$ cat src/include/dual_comparator_pkg.sv
// Constants shared by the dual comparator control block
package dual_comparator_pkg;

  // ----------------------------------------------------------------
  // Register port
  // ----------------------------------------------------------------
  localparam int          ADDR_W          = 8;
  localparam int          DATA_W          = 8;
  localparam logic [7:0]  OFS_CMP_CTRL    = 8'h00;
  localparam logic [7:0]  OFS_CORE_INT    = 8'h01;
  localparam logic [7:0]  OFS_PERIPH_FLAG = 8'h02;
  localparam logic [7:0]  OFS_PERIPH_EN   = 8'h03;
  localparam logic [7:0]  OFS_PORT_DATA   = 8'h04;

  // ----------------------------------------------------------------
  // Field positions
  // ----------------------------------------------------------------
  localparam int          SECOND_RESULT_BIT = 7;
  localparam int          FIRST_RESULT_BIT  = 6;
  localparam int          SECOND_INV_BIT    = 5;
  localparam int          FIRST_INV_BIT     = 4;
  localparam int          INPUT_SWITCH_BIT  = 3;
  localparam int          MODE_LSB          = 0;
  localparam int          MODE_W            = 3;
  localparam int          CHANGE_FLAG_BIT   = 6;
  localparam int          CHANGE_EN_BIT     = 6;
  localparam int          GLOBAL_EN_BIT     = 7;
  localparam int          PERIPH_EN_BIT     = 6;
  localparam int          PIN_A_BIT         = 3;
  localparam int          PIN_B_BIT         = 4;

  // ----------------------------------------------------------------
  // Modes and reset values
  // ----------------------------------------------------------------
  localparam logic [2:0]  MODE_RESET    = 3'h0;
  localparam logic [2:0]  MODE_INT_REF  = 3'h2;
  localparam logic [2:0]  MODE_PIN_OUT  = 3'h6;
  localparam logic [2:0]  MODE_OFF      = 3'h7;
  localparam logic [5:0]  CTRL_RESET    = 6'h00;
  localparam logic [6:0]  CORE_HI_RESET = 7'h00;
  localparam logic        CORE_B0_POR   = 1'h0;

endpackage

$ cat src/logic/dual_comparator_control.sv
// Control, status, change detect and pin routing of the dual comparator
`timescale 1ns/1ps
module dual_comparator_control
  import dual_comparator_pkg::*;
(
  // Clock, resets, enable
  input  wire logic                            clk,
  input  wire logic                            rstn,
  input  wire logic                            porRstn,
  input  wire logic                            clkEn,
  // Register port
  input  wire logic [dual_comparator_pkg::ADDR_W-1:0] addr,
  input  wire logic [dual_comparator_pkg::DATA_W-1:0] wrData,
  input  wire logic                            wrStrobe,
  input  wire logic                            rdStrobe,
  output logic      [dual_comparator_pkg::DATA_W-1:0] rdData,
  // Analog front end
  input  wire logic                            firstRawCompare,
  input  wire logic                            secondRawCompare,
  output logic      [2:0]                      compareMode,
  output logic                                 inputSwitchSelect,
  output logic                                 comparatorsOff,
  output logic                                 internalRefPositive,
  // Port A pins
  input  wire logic [7:0]                      portLatch,
  input  wire logic [7:0]                      portDirection,
  input  wire logic [7:0]                      analogPinMask,
  input  wire logic [7:0]                      pinLevel,
  output logic      [7:0]                      pinOut,
  output logic      [7:0]                      pinOe,
  // Core
  input  wire logic                            sleepMode,
  output logic                                 irqRequest,
  output logic                                 wakeRequest
);
  import dual_comparator_pkg::*;

  // ----------------------------------------------------------------
  // Reset release
  // ----------------------------------------------------------------
  logic       devRstn;
  logic [1:0] devSync;
  logic [1:0] porSync;
  logic       rstSyncN;
  logic       porSyncN;

  assign devRstn = rstn & porRstn;

  always_ff @(posedge clk or negedge devRstn) begin
    if (!devRstn) begin
      devSync <= 2'h0;
    end else begin
      devSync <= {devSync[0], 1'h1};
    end
  end

  always_ff @(posedge clk or negedge porRstn) begin
    if (!porRstn) begin
      porSync <= 2'h0;
    end else begin
      porSync <= {porSync[0], 1'h1};
    end
  end

  assign rstSyncN = devSync[1];
  assign porSyncN = porSync[1];

  // ----------------------------------------------------------------
  // Input synchronizers
  // ----------------------------------------------------------------
  logic [1:0] rawMeta;
  logic [1:0] rawSync;
  logic [7:0] pinMeta;
  logic [7:0] pinSync;

  always_ff @(posedge clk or negedge rstSyncN) begin
    if (!rstSyncN) begin
      rawMeta <= 2'h0;
      rawSync <= 2'h0;
      pinMeta <= 8'h00;
      pinSync <= 8'h00;
    end else if (clkEn) begin
      rawMeta <= {secondRawCompare, firstRawCompare};
      rawSync <= rawMeta;
      pinMeta <= pinLevel;
      pinSync <= pinMeta;
    end
  end

  // ----------------------------------------------------------------
  // Registers
  // ----------------------------------------------------------------
  logic [5:0] ctrl;
  logic [6:0] coreHi;
  logic       coreB0;
  logic       changeFlag;
  logic       changeEnable;
  logic [1:0] latched;

  // ----------------------------------------------------------------
  // Decode
  // ----------------------------------------------------------------
  wire        selCtrl   = (addr == OFS_CMP_CTRL);
  wire        selCore   = (addr == OFS_CORE_INT);
  wire        selFlag   = (addr == OFS_PERIPH_FLAG);
  wire        selEn     = (addr == OFS_PERIPH_EN);
  wire        selPort   = (addr == OFS_PORT_DATA);
  wire        wrCtrl    = wrStrobe & selCtrl;
  wire        wrCore    = wrStrobe & selCore;
  wire        wrFlag    = wrStrobe & selFlag;
  wire        wrEn      = wrStrobe & selEn;
  wire        touchCtrl = (wrStrobe | rdStrobe) & selCtrl;
  wire [2:0]  mode      = ctrl[MODE_LSB +: MODE_W];
  wire        modeOff   = (mode == MODE_OFF);
  wire        modePins  = (mode == MODE_PIN_OUT);
  wire        globalEn  = coreHi[GLOBAL_EN_BIT-1];
  wire        periphEn  = coreHi[PERIPH_EN_BIT-1];

  wire [1:0]  invert    = {ctrl[SECOND_INV_BIT], ctrl[FIRST_INV_BIT]};
  wire [1:0]  resultNow = modeOff ? 2'h0 : (rawSync ^ invert);
  wire        mismatch  = (resultNow != latched);

  wire        next_changeFlag = mismatch | (wrFlag ? wrData[CHANGE_FLAG_BIT] : changeFlag);

  wire [7:0]  portRead  = pinSync & ~analogPinMask;
  wire [7:0]  ctrlRead  = {resultNow, ctrl};
  wire [7:0]  flagRead  = {1'h0, changeFlag, 6'h00};
  wire [7:0]  enRead    = {1'h0, changeEnable, 6'h00};
  wire [7:0]  coreRead  = {coreHi, coreB0};
  wire [7:0]  next_rdData = !rdStrobe ? 8'h00 :
                            selCtrl   ? ctrlRead :
                            selCore   ? coreRead :
                            selFlag   ? flagRead :
                            selEn     ? enRead :
                            selPort   ? portRead : 8'h00;

  wire        next_irq  = next_changeFlag & changeEnable & periphEn & globalEn;
  wire        next_wake = next_changeFlag & changeEnable & sleepMode;

  // ----------------------------------------------------------------
  // Control register and latched copy
  // ----------------------------------------------------------------
  // only reset or write alter
  always_ff @(posedge clk or negedge rstSyncN) begin
    if (!rstSyncN) begin
      ctrl <= CTRL_RESET;
    end else if (clkEn && wrCtrl) begin
      ctrl <= wrData[5:0];
    end
  end

  always_ff @(posedge clk or negedge rstSyncN) begin
    if (!rstSyncN) begin
      latched <= 2'h0;
    end else if (clkEn && touchCtrl) begin
      latched <= resultNow;
    end
  end

  // ----------------------------------------------------------------
  // Interrupt control registers
  // ----------------------------------------------------------------
  // upper bits on any reset
  always_ff @(posedge clk or negedge rstSyncN) begin
    if (!rstSyncN) begin
      coreHi <= CORE_HI_RESET;
    end else if (clkEn && wrCore) begin
      coreHi <= wrData[7:1];
    end
  end

  always_ff @(posedge clk or negedge porSyncN) begin
    if (!porSyncN) begin
      coreB0 <= CORE_B0_POR;
    end else if (clkEn && wrCore && rstSyncN) begin
      coreB0 <= wrData[0];
    end
  end

  always_ff @(posedge clk or negedge rstSyncN) begin
    if (!rstSyncN) begin
      changeFlag   <= 1'h0;
      changeEnable <= 1'h0;
    end else if (clkEn) begin
      changeFlag <= next_changeFlag;
      if (wrEn) begin
        changeEnable <= wrData[CHANGE_EN_BIT];
      end
    end
  end

  // ----------------------------------------------------------------
  // Registered outputs
  // ----------------------------------------------------------------
  always_ff @(posedge clk or negedge rstSyncN) begin
    if (!rstSyncN) begin
      rdData              <= 8'h00;
      irqRequest          <= 1'h0;
      wakeRequest         <= 1'h0;
      compareMode         <= MODE_RESET;
      inputSwitchSelect   <= 1'h0;
      comparatorsOff      <= 1'h1;
      internalRefPositive <= 1'h0;
    end else if (clkEn) begin
      rdData              <= next_rdData;
      irqRequest          <= next_irq;
      wakeRequest         <= next_wake;
      compareMode         <= mode;
      inputSwitchSelect   <= ctrl[INPUT_SWITCH_BIT];
      comparatorsOff      <= modeOff;
      internalRefPositive <= (mode == MODE_INT_REF);
    end
  end

  // ----------------------------------------------------------------
  // Pin routing
  // ----------------------------------------------------------------
  // Unsynchronized path on purpose
  wire        pinAValue = modePins ? (firstRawCompare ^ invert[0]) : portLatch[PIN_A_BIT];
  wire        pinBValue = modePins ? (secondRawCompare ^ invert[1]) : portLatch[PIN_B_BIT];

  always_comb begin
    pinOut            = portLatch;
    pinOut[PIN_A_BIT] = pinAValue;
    pinOut[PIN_B_BIT] = pinBValue;
  end

  assign pinOe = ~portDirection;
endmodule

$ cat config.mk
export PLATFORM = sky130hd
export DESIGN_NAME = dual_comparator_control
export DESIGN_NICKNAME = d
export VERILOG_FILES = /design/src/include/dual_comparator_pkg.sv /design/src/logic/dual_comparator_control.sv
export SDC_FILE = /design/constraint.sdc
export NUM_CORES = 1
export LEC_CHECK = 0
export ABC_AREA = 0
export CORE_MARGIN = 10
export CORE_UTILIZATION = 60
export DETAILED_ROUTE_END_ITERATION = 7
export DONT_BUFFER_PORTS = 1
export PLACE_DENSITY_LB_ADDON = 0.15
export RECOVER_POWER = 50
export SLEW_MARGIN = 10
export SYNTH_ARGS = -nofsm -noshare
export SYNTH_HDL_FRONTEND = slang
export SYNTH_SLANG_ARGS = --single-unit
$ cat constraint.sdc
create_clock -name clk -period 4.9 [get_ports clk]
set_input_delay 0.49 -clock clk [delete_from_list [all_inputs] [get_ports clk]]
set_output_delay 0.49 -clock clk [all_outputs]
set_load 0.01 [all_outputs]
==> summary.md <==
| Metric | Value |
|---|---|
| Status | `complete, no violations` |
| Port Buf Inserts | `0` |
| Max-slew headroom | `0.551` |
| Post-synthesis instance area | `0.00269 sq mm` |
| Share of the clock period used by the worst path after layout | `0.382` |
| Final WL | `5780 um` |
| Deepest clock path buffer count | `2` |
| FMAX | `534 MHz` |
| Element type at the critical path end | `output port` |
| Endpoints failing setup | `0` |
| Synth unique cells | `39` |
| Worst min-delay path category | `flop to asynchronous set/reset pin` |
| Average size of a mapped cell | `12.3 sq um` |
| Total Nets Final | `274` |
| Unrepaired setup endpoints after global routing | `false` |
| Top FF cell, synth | `sky130_fd_sc_hd__dfrtp_1` |
| Clock Root Buffer | `sky130_fd_sc_hd__clkbuf_8` |
| Clk_lat worst skew | `330 ps` |
| Max Cap Viol | `0` |
| Reg2reg path depth | `5` |
| Fillers | `337` |
| Critical path peak fanout | `6` |
| WP data arrival | `1380 ps` |
| Site row count | `24` |
| Hold buffer count at cts | `2` |
| Detailed Route Iter0 Violations | `127` |
| Sinks on Clock Net | `58` |
| Final standard cell count with taps included and fillers excluded | `275` |
| Pin slew with the least headroom to its limit | `673 ps` |
| Critical path launch point | `ctrl[0]` |
| Combined global-route utilization of all metal layers | `0.156` |
| Maximum vdd ir drop | `0.200 mV` |
| Count of vias placed by the detailed router | `1643` |
| Remaining DRCs | `0` |
| Post-cts resize count | `0` |
| Mapped Cells | `219` |
| Number of synthesized flops with an enable pin | `0` |
| Antenna-violating nets left | `0` |
| Die height | `87.0 um` |
| CTS tree | `yes` |
| Kind of start point of the critical path | `flop` |
| Remaining Overflow, GRT | `0` |
| WL per Instance | `21.0 um` |
| Launching point of the worst reg2reg path | `ctrl[0]` |
| Post-Route Skew | `7.89 ps` |
| Placeable core region | `0.00435 sq mm` |
| Warnings from Yosys | `0` |
| Count of state elements after synthesis | `58` |
| Wire length of the first global-routing pass | `9060 um` |
| Post-layout min period | `1870 ps` |
| Number of antenna violations at the first check in global routing | `1` |
| Post-route core utilization | `0.654` |
| Ratio of routed vias to standard cells | `5.97` |
| DP HPWL | `4320 um` |
| Clock transition at the registers of the reported paths | `70 ps` |
| Layout overhead on the synthesized area | `5.81%` |
| Start-to-end type of the worst setup path | `flop to output port` |
| Postcts setup bufs | `0` |
| Floorplan die width | `87.0 um` |
| Count of H-tree levels built during CTS | `3` |
| Fraction of layout instances using a drive strength above 1 | `0.306` |
| Initial core utilization | `0.618` |
| Post-synthesis sequential area ratio | `0.540` |
| Required time worst endpoint | `4410 ps` |
| Number of top-level design ports | `89` |
| Power density cells | `343 mW/mm^2` |
| Number of placed instances, taps included | `256` |
| Post-synthesis async set-or-reset flop share | `1.00` |
| Final Hold Violating Endpoints | `0` |
| Via count of the first global-routing pass | `1716` |
| Static leakage | `1.30 nW` |
| Maximum number of pins on one net before global-route repair | `55` |
| Final RePlAce weighted congestion | `0.852` |
| Die Outline Area | `0.00756 sq mm` |
| CTS buffer count | `9` |
| Summed negative setup slack over all endpoints | `0 ps` |
| Number of iterations in the first detailed-routing pass | `4` |
| Max Slew Vio Count | `0` |
[layer usage]
metal | global-route usage | wire, um | vias to the layer above
met4 | 0.0957 | 146 | 0
met1 | 0.181 | 2180 | 790
met3 | 0.0787 | 805 | 17
met2 | 0.225 | 2650 | 91
li1 | - | - | 745
met5 | 0 | 0 | -
[report_power, final]
group / leakage [nW] / switching [mW] / internal [mW]
combinational: 0.471 / 0.0339 / 0.0395
clock: 0.0851 / 0.184 / 0.194
sequential: 0.745 / 0.0171 / 0.507
[path summary, 6_finish.rpt]
| check | slack (ps) | to |
|---|---|---|
| min in group clk | 240 | changeFlag |
| max reg2reg | 3200 | rdData[6] |
| max | 3030 | pinOut[3] |
| min | 4 | coreB0 |
| max in group asynchronous | 4050 | coreHi[4] |
| min reg2reg | 4 | coreB0 |
[layout by cell type (no fill, tap or decap), types with 2 or more instances in the layout]
cell	n
sky130_fd_sc_hd__dfrtp_1	56
sky130_fd_sc_hd__mux2_2	38
sky130_fd_sc_hd__inv_1	19
sky130_fd_sc_hd__a21oi_1	15
sky130_fd_sc_hd__nor2_1	12
sky130_fd_sc_hd__clkbuf_8	10
sky130_fd_sc_hd__nand2b_1	7
sky130_fd_sc_hd__o32ai_1	7
sky130_fd_sc_hd__mux2_4	6
sky130_fd_sc_hd__nand2_1	5
sky130_fd_sc_hd__xnor2_1	4
sky130_fd_sc_hd__o22ai_1	3
sky130_fd_sc_hd__clkinv_2	3
sky130_fd_sc_hd__o21ai_0	2
sky130_fd_sc_hd__nor3_4	2
sky130_fd_sc_hd__nor3_1	2
sky130_fd_sc_hd__nand3_1	2
sky130_fd_sc_hd__nand4_1	2
sky130_fd_sc_hd__xor2_1	2
sky130_fd_sc_hd__clkinvlp_4	2
sky130_fd_sc_hd__conb_1	2
sky130_fd_sc_hd__dlygate4sd3_1	2
[cell families after synthesis]
group	after synthesis	share of synthesized area
compound gates	29	0.0674
xor+xnor	6	0.0195
buf+inv	37	0.0707
flops	58	0.540
mux	45	0.201
other cells	1	0.00139
simple gates	43	0.100
[state kept, by name, summed over array words and instances (netlist names), 2 cells and up]
register / count
pinMeta: 8
pinSync: 8
rdData: 8
coreHi: 7
ctrl: 6
compareMode: 3
devSync: 2
latched: 2
porSync: 2
rawMeta: 2
rawSync: 2
[critical path: stages (launching register included)]
cell and delay (ps):
sky130_fd_sc_hd__dfrtp_1 440, sky130_fd_sc_hd__nand3b_1 230, sky130_fd_sc_hd__o21ai_0 380
[stage by stage]
step           setup slack [ps]  instance area [sq um]  power, mW  hold WS [ps]
3_3_place_gp               3070                   2650      0.601        -0.827
6_report                   3030                   2850      0.976          4.48
4_1_cts                    3000                   2850      0.986          7.38
5_1_grt                    2910                   2850       1.02          10.3
2_1_floorplan              2890                   2700      0.604         -5.66
3_5_place_dp               3030                   2650      0.605          1.67
[synthesized netlist by cell type, drive strengths merged (2+ instances only)]
library cell,number,area share
o21ai,2,0.0037
inv,19,0.026
o32ai,7,0.023
nor2b,2,0.0074
nand4,3,0.013
xnor2,4,0.013
a21oi,15,0.028
nand2b,7,0.016
and2,2,0.0051
o22ai,3,0.0070
xor2,2,0.0065
mux2,44,0.19
nand2,5,0.0070
nor2,12,0.017
nor3,4,0.016
nand3,2,0.0037
buf,16,0.041
dfrtp,57,0.53
[layout make-up]
class | count | area (sq um) | share of cell area
tap | 52 | 65.1 | 0.0228
sequential | 58 | 1450 | 0.511
antenna | 1 | 2.50 | 0.000879
multi-input combinational | 125 | 1050 | 0.370
clock inverter | 5 | 30.0 | 0.0105
inverter | 20 | 75.1 | 0.0264
timing repair buffer | 3 | 27.5 | 0.00967
clock buffer | 11 | 141 | 0.0496
Power figures use the tool's default switching activity.
